--- src/core/srch_consts.svh ---
/*
  Constants for the source range command handler: register offsets, field
  positions, reset values and range limits.
  Assumes inclusion by bare name from the package and design files.
*/
`ifndef SRCH_CONSTS_SVH
`define SRCH_CONSTS_SVH

// Register byte offsets on the Avalon-MM slave
`define SRCH_OFF_CMD 4'h0
`define SRCH_OFF_VALUE 4'h4
`define SRCH_OFF_STAT 4'h8
`define SRCH_OFF_IRQ 4'hC
`define SRCH_ADDR_W 4

// Command register fields
`define SRCH_CMD_RANGE_LSB 0
`define SRCH_CMD_RANGE_MSB 3
`define SRCH_CMD_FUNC_VALID 4
`define SRCH_CMD_FUNC_OP 5
`define SRCH_CMD_RANGE_VALID 6
`define SRCH_CMD_SRQ_VALID 7
`define SRCH_CMD_SRQ_EN 8
`define SRCH_CMD_EXEC 9
`define SRCH_CMD_CLEAR 10

// Source value register fields: value in minimum steps, kind bit
`define SRCH_VAL_LSB 0
`define SRCH_VAL_MSB 23
`define SRCH_VAL_IS_CURRENT 24

// Status / interrupt bit positions
`define SRCH_ST_ERR 0
`define SRCH_ST_UNDER 1
`define SRCH_IRQ_W 2
`define SRCH_SPOLL_ERR_BIT 5

// Range codes
`define SRCH_RANGE_AUTO 4'h0
`define SRCH_RANGE_MAX 4'h8
`define SRCH_STANDBY_COUNTS 24'h000004

// Under-range threshold (below one minimum step of the finest range)
`define SRCH_MIN_STEP 24'h000001

// Full-scale limits in finest units (1 mV, 10 uA): volts then currents
`define SRCH_LIM_1V 24'h0003F2
`define SRCH_LIM_10V 24'h002774
`define SRCH_LIM_100V 24'h018A88
`define SRCH_LIM_100MA 24'h002774
`define SRCH_LIM_1A 24'h018A88
`define SRCH_LIM_10A 24'h0F6950

`endif

--- src/core/srch_pkg.sv ---
/*
  Types for the source range command handler.
  Assumes srch_consts.svh is on the include path.
*/
`include "srch_consts.svh"
package srch_pkg;
  // One source value with its kind
  typedef struct packed {
    logic is_current;
    logic [23:0] value;
  } srch_value_t;

  // Decoded command word
  typedef struct packed {
    logic clear;
    logic exec;
    logic srq_en;
    logic srq_valid;
    logic range_valid;
    logic func_op;
    logic func_valid;
    logic [3:0] range;
  } srch_cmd_t;

  // Command execution states
  typedef enum logic [1:0] {SRCH_IDLE, SRCH_APPLY, SRCH_CHECK} srch_state_t;
endpackage

--- src/core/srch_range_check.sv ---
/*
  Range checker: classifies one source value against a range code.
  Purely combinational; assumes range codes 0 (auto) to 8.
*/
`timescale 1ns/1ps
`default_nettype none
`include "srch_consts.svh"
module srch_range_check
  import srch_pkg::*;
(
  input wire logic [3:0] range_i,
  input wire srch_value_t val_i,
  output logic over_o,
  output logic under_o,
  output logic [3:0] auto_range_o
);
  logic [23:0] vlim; // Voltage limit of the range
  logic [23:0] ilim; // Current limit of the range
  logic [23:0] lim;

  // Voltage limit by group: codes 1-3 at 1 V, 4-6 at 10 V, 7-8 at 100 V
  always_comb begin
    case (range_i)
      4'h1, 4'h2, 4'h3: vlim = `SRCH_LIM_1V;
      4'h4, 4'h5, 4'h6: vlim = `SRCH_LIM_10V;
      default: vlim = `SRCH_LIM_100V;
    endcase
  end

  // Current limit steps 100 mA, 1 A, 10 A within groups 1-3 and 4-6, and 100 mA, 1 A within 7-8
  always_comb begin
    case (range_i)
      4'h1, 4'h4, 4'h7: ilim = `SRCH_LIM_100MA;
      4'h2, 4'h5, 4'h8: ilim = `SRCH_LIM_1A;
      default: ilim = `SRCH_LIM_10A;
    endcase
  end

  // Limit for the kind of value being checked
  assign lim = val_i.is_current ? ilim : vlim;

  // Over range only on a fixed range
  assign over_o = (range_i != `SRCH_RANGE_AUTO) && (val_i.value > lim);
  assign under_o = val_i.value < `SRCH_MIN_STEP;

  // Smallest range holding the value, for auto mode
  always_comb begin
    if (val_i.is_current) begin
      if (val_i.value <= `SRCH_LIM_100MA) auto_range_o = 4'h7;
      else if (val_i.value <= `SRCH_LIM_1A) auto_range_o = 4'h8;
      else auto_range_o = 4'h6;
    end else begin
      if (val_i.value <= `SRCH_LIM_1V) auto_range_o = 4'h3;
      else if (val_i.value <= `SRCH_LIM_10V) auto_range_o = 4'h6;
      else auto_range_o = 4'h8;
    end
  end
endmodule // srch_range_check
`default_nettype wire

--- src/core/srch_top.sv ---
/*
  Source range command handler top: Avalon-MM register slave, command
  execution, range keeping, value check, operate/standby output and
  error interrupt with serial-poll bit.
  Assumes a single 40 MHz clock; bus clear is a register write.
*/
// Design decisions made here: register access over Avalon-MM and the register addresses.
//
// Overview of operation
// - Operate command drives programmed values, lights LED
// - Range code sets voltage and current limits
// - Reset and bus clear return to auto
// - Fixed range never accepts value above limit
// - Under-range value stores zero
// - Over-range value rejected, raises error, displayed
// - Auto mode reselects range, accepts value
// - Enabled error requests service, poll bit 5
// - Standby drives plus four counts
`timescale 1ns/1ps
`default_nettype none
`include "srch_consts.svh"
module srch_top
  import srch_pkg::*;
(
  input wire logic sys_clk_i,
  input wire logic rst_i,
  input wire logic [`SRCH_ADDR_W-1:0] avs_address_i,
  input wire logic avs_read_i,
  input wire logic avs_write_i,
  input wire logic [31:0] avs_writedata_i,
  output logic [31:0] avs_readdata_o,
  output logic avs_waitrequest_o,
  output logic irq_o,
  output logic srq_o,
  output logic [7:0] spoll_status_o,
  output logic operate_led_o,
  output logic error_display_o,
  output logic [3:0] range_o,
  output var srch_value_t source_out_o
);
  // Command staging and execution state
  srch_cmd_t pend_cmd; // Command staged until execute
  srch_value_t value_in; // Value waiting to be checked
  logic value_pend; // A value was written since last execute
  srch_state_t state;
  logic [3:0] range; // Active range code
  logic auto_mode; // Auto range selected
  logic operate; // Operate mode
  logic srq_en; // Service requests enabled
  srch_value_t stored; // Accepted source value
  // Event status and interrupt enables
  logic [`SRCH_IRQ_W-1:0] irq_stat; // Sticky events
  logic [`SRCH_IRQ_W-1:0] irq_mask; // Interrupt enables
  // Bus handshake and checker results
  logic ack; // Single-cycle bus acknowledge
  logic err_event; // Over-range event pulse
  logic under_event; // Under-range event pulse
  logic over; // Checker result
  logic under;
  logic [3:0] auto_rng;
  logic [3:0] chk_range;
  logic bus_wr;
  logic bus_rd;

  assign bus_wr = avs_write_i && !ack;
  assign bus_rd = avs_read_i && !ack;
  assign chk_range = auto_mode ? `SRCH_RANGE_AUTO : range;

  // Value checker against the active range
  srch_range_check srch_range_check_inst (
    .range_i(chk_range),
    .val_i(value_in),
    .over_o(over),
    .under_o(under),
    .auto_range_o(auto_rng)
  );

  // Bus acknowledge: waitrequest high until one cycle after request
  always_ff @(posedge sys_clk_i or posedge rst_i) begin
    if (rst_i) begin
      ack <= 1'b0;
    end else begin
      ack <= (avs_read_i || avs_write_i) && !ack;
    end
  end

  // Waitrequest comes from a flip-flop, low only in the acknowledge cycle
  always_ff @(posedge sys_clk_i or posedge rst_i) begin
    if (rst_i) begin
      avs_waitrequest_o <= 1'b1;
    end else begin
      avs_waitrequest_o <= !((avs_read_i || avs_write_i) && !ack);
    end
  end

  // Read data mux, registered at request capture
  always_ff @(posedge sys_clk_i or posedge rst_i) begin
    if (rst_i) begin
      avs_readdata_o <= 32'h00000000;
    end else if (bus_rd) begin
      case (avs_address_i)
        `SRCH_OFF_CMD: avs_readdata_o <= {23'h000000, srq_en, 1'b0, auto_mode,
                                          operate, 1'b0, range};
        `SRCH_OFF_VALUE: avs_readdata_o <= {7'h00, stored};
        `SRCH_OFF_STAT: avs_readdata_o <= {24'h000000, spoll_status_o};
        `SRCH_OFF_IRQ: avs_readdata_o <= {14'h0000, irq_mask, 14'h0000, irq_stat};
        default: avs_readdata_o <= 32'h00000000;
      endcase
    end
  end

  // Stage command fields and values; execution happens on the execute bit
  always_ff @(posedge sys_clk_i or posedge rst_i) begin
    if (rst_i) begin
      pend_cmd <= '0;
      value_in <= '0;
      value_pend <= 1'b0;
    end else begin
      if (state == SRCH_CHECK) begin
        value_pend <= 1'b0;
      end
      if (state == SRCH_APPLY) begin
        pend_cmd <= '0;
      end
      // A bus clear acts once and drops any value left unchecked
      if (pend_cmd.clear && state == SRCH_IDLE) begin
        pend_cmd <= '0;
        value_pend <= 1'b0;
      end
      if (bus_wr && avs_address_i == `SRCH_OFF_CMD && state == SRCH_IDLE) begin
        pend_cmd <= srch_cmd_t'(avs_writedata_i[10:0]);
      end
      if (bus_wr && avs_address_i == `SRCH_OFF_VALUE) begin
        value_in <= srch_value_t'(avs_writedata_i[24:0]);
        value_pend <= 1'b1;
      end
    end
  end

  // Execute sequence: apply range/function then check value, in order
  always_ff @(posedge sys_clk_i or posedge rst_i) begin
    if (rst_i) begin
      state <= SRCH_IDLE;
    end else begin
      case (state)
        SRCH_IDLE: if (pend_cmd.exec && !pend_cmd.clear) state <= SRCH_APPLY;
        SRCH_APPLY: state <= SRCH_CHECK;
        SRCH_CHECK: state <= SRCH_IDLE;
        default: state <= SRCH_IDLE;
      endcase
    end
  end

  // Range, function and service-request enable
  always_ff @(posedge sys_clk_i or posedge rst_i) begin
    if (rst_i) begin
      range <= `SRCH_RANGE_AUTO;
      auto_mode <= 1'b1;
      operate <= 1'b0;
      srq_en <= 1'b0;
    end else if (pend_cmd.clear && state == SRCH_IDLE) begin
      range <= `SRCH_RANGE_AUTO;
      auto_mode <= 1'b1;
      operate <= 1'b0;
      srq_en <= 1'b0;
    end else if (state == SRCH_APPLY) begin
      if (pend_cmd.range_valid && pend_cmd.range <= `SRCH_RANGE_MAX) begin
        range <= pend_cmd.range;
        auto_mode <= (pend_cmd.range == `SRCH_RANGE_AUTO);
      end
      if (pend_cmd.func_valid) operate <= pend_cmd.func_op;
      if (pend_cmd.srq_valid) srq_en <= pend_cmd.srq_en;
    end else if (state == SRCH_CHECK && value_pend && auto_mode) begin
      range <= auto_rng;
    end
  end

  // Event pulses from the value check
  assign err_event = (state == SRCH_CHECK) && value_pend && over;
  assign under_event = (state == SRCH_CHECK) && value_pend && under && !over;

  // Stored source value: zero when under range, kept when over range
  always_ff @(posedge sys_clk_i or posedge rst_i) begin
    if (rst_i) begin
      stored <= '0;
    end else if (state == SRCH_CHECK && value_pend && !over) begin
      stored.is_current <= value_in.is_current;
      stored.value <= under ? 24'h000000 : value_in.value;
    end
  end

  // Sticky status: set wins over write-one-to-clear
  always_ff @(posedge sys_clk_i or posedge rst_i) begin
    if (rst_i) begin
      irq_stat <= '0;
    end else begin
      for (int i = 0; i < `SRCH_IRQ_W; i++) begin
        if ((i == `SRCH_ST_ERR && err_event) || (i == `SRCH_ST_UNDER && under_event)) begin
          irq_stat[i] <= 1'b1;
        end else if (bus_wr && avs_address_i == `SRCH_OFF_IRQ && avs_writedata_i[i]) begin
          irq_stat[i] <= 1'b0;
        end
      end
    end
  end

  // Interrupt mask in the upper half of the interrupt register
  always_ff @(posedge sys_clk_i or posedge rst_i) begin
    if (rst_i) begin
      irq_mask <= '0;
    end else if (bus_wr && avs_address_i == `SRCH_OFF_IRQ) begin
      irq_mask <= avs_writedata_i[16 +: `SRCH_IRQ_W];
    end
  end

  // Registered outputs
  always_ff @(posedge sys_clk_i or posedge rst_i) begin
    if (rst_i) begin
      irq_o <= 1'b0;
      srq_o <= 1'b0;
      spoll_status_o <= 8'h00;
      operate_led_o <= 1'b0;
      error_display_o <= 1'b0;
      range_o <= `SRCH_RANGE_AUTO;
      source_out_o <= '0;
    end else begin
      irq_o <= |(irq_stat & irq_mask);
      srq_o <= srq_en && irq_stat[`SRCH_ST_ERR];
      spoll_status_o <= 8'h00;
      spoll_status_o[`SRCH_SPOLL_ERR_BIT] <= irq_stat[`SRCH_ST_ERR];
      operate_led_o <= operate;
      error_display_o <= irq_stat[`SRCH_ST_ERR];
      range_o <= range;
      if (operate) begin
        source_out_o <= stored;
      end else begin
        source_out_o.is_current <= stored.is_current;
        source_out_o.value <= `SRCH_STANDBY_COUNTS;
      end
    end
  end
endmodule // srch_top
`default_nettype wire

--- config.mk ---
export PLATFORM = sky130hd
export DESIGN_NAME = srch_top
export DESIGN_NICKNAME = d
export VERILOG_FILES = /design/src/core/srch_pkg.sv /design/src/core/srch_range_check.sv /design/src/core/srch_top.sv
export VERILOG_INCLUDE_DIRS = /design/src /design/src/core
export SDC_FILE = /design/constraint.sdc
export NUM_CORES = 1
export LEC_CHECK = 0
export BUFFER_PORTS_ARGS = -buffer_cell sky130_fd_sc_hd__buf_2
export CAP_MARGIN = 30
export CORE_UTILIZATION = 56
export CTS_CLUSTER_SIZE = 10
export DETAILED_ROUTE_END_ITERATION = 10
export PLACE_DENSITY = 0.92
export SETUP_SLACK_MARGIN = 0.15
export SYNTH_ARGS = -nofsm -noshare
export SYNTH_HDL_FRONTEND = slang
export SYNTH_SLANG_ARGS = --single-unit
export TNS_END_PERCENT = 50
--- constraint.sdc ---
create_clock -name sys_clk_i -period 4.28 [get_ports sys_clk_i]
set_input_delay 0 -clock sys_clk_i [delete_from_list [all_inputs] [get_ports sys_clk_i]]
set_output_delay 0 -clock sys_clk_i [all_outputs]
set_load 0.005 [all_outputs]
==> results.cfg, run 1 <==
[sta]
period_needed_ns = 3.896
fin_crit_sh_pct = 91.02
clock_skew_ns = 0.01223
tightestPinTransition_ns = 0.9281
setup_viol = 0
hold_viol_final = 0
drv_slew = 0
max_freq_mhz = 256.7
slew_headroom_pct = 38.00
finalSetupTns_ns = 0
whs_ns = 0.06600
rsz0062_at_grt = false

[synth]
synth_ff_type = dfrtp_1
seq_area_frac_synth_pct = 54.45
syn_area_um2 = 6208
async_flop_share_pct = 100.0
syn_inst = 532
yosys_warnings = 0
synth-seq-cells = 135
synth_edf_count = 0
ys_types = 60
avgSynthCellArea_um2 = 11.67

[die]
design.core.area_um2 = 10840
pin_count = 114
rows = 38
dieHeight_um = 107.3
die-area_um2 = 11510
die_w_um = 107.3
start_util_pct = 57.27

[power]
pwr-share-comb_pct = 25.3
p_per_area_nw_per_um2 = 566.3
netSwitchingPower_mw = 1.537
power.internal_mw = 2.806
ir_drop_uv = 274.2
seqPwrFrac_pct = 43.2
p_sw_share_pct = 35.39
leakagePower_nw = 3.917
p_clk_share_pct = 31.5

[placed_design]
io_buffers = 92
place_hpwl_mm = 10.52
dp_cells = 746
gp_congestion = 0.8969

[flow_run]
drv_cap = 0

[routing]
ant_nets = 0
drt_iter0_drc = 483
viasPerCell = 6.066
first_pass_iters = 6
wl_per_cell_um = 19.62
drc = 0
wl_mm = 15.97
routed-via-count = 4938

[global_route]
grt_max_degree = 56
antenna_found_initial = 0
grt_first_pass_wirelength_mm = 25.39
grt_usage_pct = 30.06
grt_overflow = 0
grt_pass1_vias = 4867

[hold_path]
hold_path_class = in2async

[cells_and_area]
area_delta_synth_final_pct = 23.54
num_antenna_cells = 0
nets = 717
fillers = 754
final_cells = 814
drive_above_1_share_pct = 30.71

[clocking]
clk_latency_ns = 0.54
cts-root-buf = clkbuf_8
path_clk_slew_ns = 0.07
clk_path_buf_depth = 2
cts_tree = done
cts.sinks = 135
h-tree-depth = 4
numCtsBuffers = 17

[status]
status = complete, no violations

[critical_path]
crit_fanout = 16
startpoint_type = flip-flop
worstPathRequired_ns = 4.70
critPathKind = reg2reg
worst_ep_arrival_time_ns = 4.31
endpoint_kind = flip-flop
## registers in the layout, indices dropped and copies added, names as in the netlist
signal,cells
value_pend,1
value_in,25
operate_led_o,1
operate,1
irq_stat,2
spoll_status_o,1
range_o,4
avs_readdata_o,25
stored,25
state,2
pend_cmd,11
srq_o,1
irq_o,1
source_out_o,25
ack,1
auto_mode,1
srq_en,1
irq_mask,2
range,4
avs_waitrequest_o,1
## power groups by stage
stage          Sequential, mW  Combinational [mW]  Clock, mW
2_1_floorplan            1.71               0.842          0
3_3_place_gp             1.84               0.980          0
3_5_place_dp             1.87                1.03          0
4_1_cts                  1.85                1.08       1.37
5_1_grt                  1.90                1.21       1.45
6_report                 1.88                1.10       1.37
## worst max-delay path, stage by stage (launching register included)
cell and delay, ns:
dfrtp_2 0.49, nor2_1 0.19, nand2_1 0.11, o21ai_0 0.08
and3b_1 0.16, a21oi_1 0.05, o22ai_2 0.28, inv_1 0.11
ha_1 0.34, nand3_1 0.15, or4_4 0.54, a21oi_1 0.15
o211ai_1 0.17, a41oi_4 0.31, buf_6 0.26, mux2_2 0.37
## cell usage after synthesis, drive strengths merged (2+ instances only)
master,n,share of area [%]
o31ai,10,1.2
and2,26,2.6
nand4b,2,0.28
nor2,20,1.2
a31oi,4,0.40
a211oi,6,0.81
o21a,2,0.24
dfstp,2,0.85
or3,4,0.40
clkbuf,22,1.3
nor3,8,0.64
a22oi,3,0.36
and4,3,0.42
mux2,52,11
ha,16,3.2
a211o,2,0.28
dfrtp,133,54
nor4,3,0.30
nand2b,2,0.20
a21o,6,0.73
and3,2,0.20
mux2i,8,1.3
a21oi,14,1.2
nand3,16,1.3
o21ai,19,1.5
o211ai,4,0.48
buf,18,2.2
nor2b,3,0.30
xnor2,2,0.28
nand2,57,3.4
inv,12,0.73
or2,3,0.30
a22o,18,2.5
or4,6,0.97
nand4,5,0.50
## per-layer routing
metal	vias to the layer above	wire (um)	GRT usage (%)	part of all wire (%)
li1	2149	-	-	-
met1	2457	6363	37.82	40
met2	273	8004	50.18	50
met3	59	1109	6.356	6.9
met4	0	491	13.21	3.1
met5	-	0	0	0
## cells in the final DEF, fill, tap and decap left out, types with 3 or more instances in the layout
cell type and instances:
a211oi_1 5, a21o_1 6, a21oi_1 13, a22o_1 18
a22oi_1 3, a31oi_1 4, and2_1 26, and4_1 3
buf_2 92, buf_4 8, clkbuf_16 16, clkinvlp_4 3
conb_1 14, dfrtp_1 131, dlygate4sd3_1 35, ha_1 16
inv_1 11, inv_6 7, inv_8 3, mux2_2 33
mux2_4 19, mux2i_1 8, nand2_1 57, nand3_1 16
nand4_1 5, nor2_1 20, nor2b_1 3, nor3_1 7
nor4_1 3, o211ai_1 4, o21ai_0 19, o31ai_1 10
or2_2 3, or3_1 4, or4_4 4
## timing repair
action | 4_1_cts | 5_1_grt
gates resized for setup | 1 | 3
hold buffers | 35 | 0
setup endpoints to repair | 1 | 25
hold endpoints to repair | 95 | 0
setup buffers | 0 | 0
## layout make-up
cell class	count	area, um^2	area share, %
flip-flops and latches	135	3383	44.11
clock inverters	15	131.4	1.713
multi-input cells	358	2621	34.18
clock buffers	17	414.1	5.400
inverters	12	47.55	0.6199
well taps	140	175.2	2.284
repair buffers	137	897.1	11.70
## stage by stage
stage / worst slack [ns] / instance area [um^2] / util, % / power (mW)
final: 0.3844 / 7670 / 70.75 / 4.344
after global routing: 0.2116 / 7670 / 70.75 / 4.562
after CTS: 0.2853 / 7656 / 70.63 / 4.298
after detailed placement: 0.1952 / 6754 / 62.30 / 2.904
after global placement: 0.2818 / 6739 / 62.17 / 2.823
after floorplan: 0.5082 / 6257 / - / 2.552
## final timing paths
kind,startpoint,endpoint,slack [ns],cells after the start
worst min register to register,stored[24],source_out_o[24],0.45,0
min in group sys_clk_i,avs_write_i,irq_mask[0],0.12,5
worst max register to register,range[0],stored[18],0.38,15
worst min-delay path,rst_i,avs_readdata_o[19],0.07,3
max in group asynchronous,rst_i,range[0],3.06,4
worst max-delay path,range[0],stored[18],0.38,15
## cells by family (layout without fill, tap and decap cells)
| kind of cell | after synthesis | count (layout) | synth area share, % |
|---|---|---|---|
| AOI/OAI and AO/OA | 100 | 100 | 11.87 |
| xor gates and xnor gates | 2 | 2 | 0.2822 |
| adders and majority gates | 17 | 17 | 3.386 |
| buffers and inverters | 52 | 181 | 4.293 |
| DFF | 135 | 135 | 54.45 |
| muxes | 60 | 60 | 11.87 |
| other | 1 | 14 | 0.06040 |
| and+or+nand+nor | 165 | 165 | 13.79 |
No activity file was read; power rests on OpenSTA's default activity.
==> run 2, diff against run 1 <==
Settings changed: HOLD_SLACK_MARGIN from default to 0.15.
==> results.cfg, run 2 (synthesis results as in run 1) <==
[die]
dieHeight_um = 107.3
design.core.area_um2 = 10840
rows = 38
pin_count = 114
die-area_um2 = 11510
start_util_pct = 57.27
die_w_um = 107.3

[sta]
setup_viol = 0
hold_viol_final = 0
slew_headroom_pct = 35.65
clock_skew_ns = 0.01282
max_freq_mhz = 255.5
fin_ws_ns = 0.3665
tightestPinTransition_ns = 0.9632
finalSetupTns_ns = 0
period_needed_ns = 3.913
rsz0062_at_grt = false
drv_slew = 0
fin_crit_sh_pct = 91.44

[global_route]
grt_overflow = 0
grt_max_degree = 56
grt_first_pass_wirelength_mm = 26.08
antenna_found_initial = 0
grt_pass1_vias = 4965
grt_usage_pct = 30.93

[cells_and_area]
area_delta_synth_final_pct = 24.83
layout_commonest_cell = dfrtp_1
final_core_util_pct = 71.49
nets = 725
final_cell_mix = dfrtp_1 (131), buf_2 (92), nand2_1 (57), dlygate4sd3_1 (43), mux2_2 (33)
num_antenna_cells = 0
drive_above_1_share_pct = 30.35

[clocking]
numCtsBuffers = 17
clk_latency_ns = 0.54
clk_path_buf_depth = 2
cts-root-buf = clkbuf_8
postCtsSetupRepairBufs = 0
cts_tree = done
path_clk_slew_ns = 0.06
cts.sinks = 135
h-tree-depth = 4

[routing]
drt_iter0_drc = 474
drc = 0
first_pass_iters = 5
routed-via-count = 4949
wl_per_cell_um = 19.90
viasPerCell = 6.021
wl_mm = 16.36
ant_nets = 0

[placed_design]
dp_worst_setup_slack_ns = 0.1952
io_buffers = 92
gp_congestion = 0.8969
place_hpwl_mm = 10.52

[critical_path]
endpoint_kind = flip-flop
r2r_end = stored[5]
critPathKind = reg2reg
worstPathRequired_ns = 4.69
critPathLaunch = range[0]
startpoint_type = flip-flop
r2r-start = range[0]
worst_ep_arrival_time_ns = 4.33
r2r_cells = 15
crit_fanout = 12
ff2ff_setup_slack_ns = 0.37

[power]
p_per_area_nw_per_um2 = 562.3
ir_drop_uv = 274.6
leakagePower_nw = 3.944

[hold_path]
hold_depth = 4
holdPathEnd = pend_cmd[7]
worstHoldStart = avs_writedata_i[7]
hold_path_class = in2reg

[status]
status = complete, no violations

[flow_run]
drv_cap = 0
==> run 2: area by class of cell <==
| class | count | area (um^2) |
|---|---|---|
| Sequential cell | 135 | 3383 |
| Multi-Input combinational cell | 358 | 2621 |
| Tap cell | 140 | 175.2 |
| Clock buffer | 17 | 414.1 |
| Inverter | 12 | 47.55 |
| Timing Repair Buffer | 145 | 977.2 |
| Clock inverter | 15 | 131.4 |
| Fill cell | 749 | 3090 |
==> run 2: worst max-delay path by stage <==
stage / endpoint / slack [ns] / cells after the start
2_1_floorplan: stored[10] / 0.51 / 16
3_3_place_gp: stored[23] / 0.28 / 15
3_5_place_dp: stored[16] / 0.20 / 15
4_1_cts: stored[16] / 0.29 / 15
5_1_grt: stored[5] / 0.20 / 15
6_report: stored[5] / 0.37 / 15
==> run 2: worst max-delay path: stages, from the launching register on <==
cell and delay [ns]:
dfrtp_2 0.49, nor2_1 0.20, nand2_1 0.12, o21ai_0 0.09, and3b_1 0.17, a21oi_1 0.05
o22ai_2 0.29, ha_1 0.30, o21ai_0 0.16, nor2_1 0.07, or4b_2 0.61, and3_1 0.20
o211ai_1 0.31, a41oi_4 0.18, buf_4 0.25, mux2_4 0.32
==> run 2: per-layer routing <==
layer / wire length (um) / track usage [%]
met2: 8247 / 51.84
met4: 480 / 14.09
met1: 6540 / 38.48
met3: 1086 / 6.598
met5: 0 / 0
==> run 2: per-stage QoR <==
stage	area [um^2]	hold slack (ns)	instances	total power, mW
6_report	7750	0.2267	822	4.357
2_1_floorplan	6257	0.1054	545	2.552
3_3_place_gp	6739	0.07345	745	2.823
3_5_place_dp	6754	0.08500	746	2.904
4_1_cts	7736	0.2027	821	4.304
5_1_grt	7750	0.2350	822	4.574
==> run 2: where the power goes <==
part / internal, mW / switching, mW
Combinational: 0.542 / 0.564
Sequential: 1.53 / 0.345
Clock: 0.736 / 0.637
Total: 2.81 / 1.55
==> run 2: what timing repair did <==
action / in CTS / in global routing
hold buffers: 43 / 0
gates cloned: 0 / 0
endpoints found under the setup margin: 1 / 25
hold endpoints to repair: 137 / 0
gates resized for setup: 1 / 3
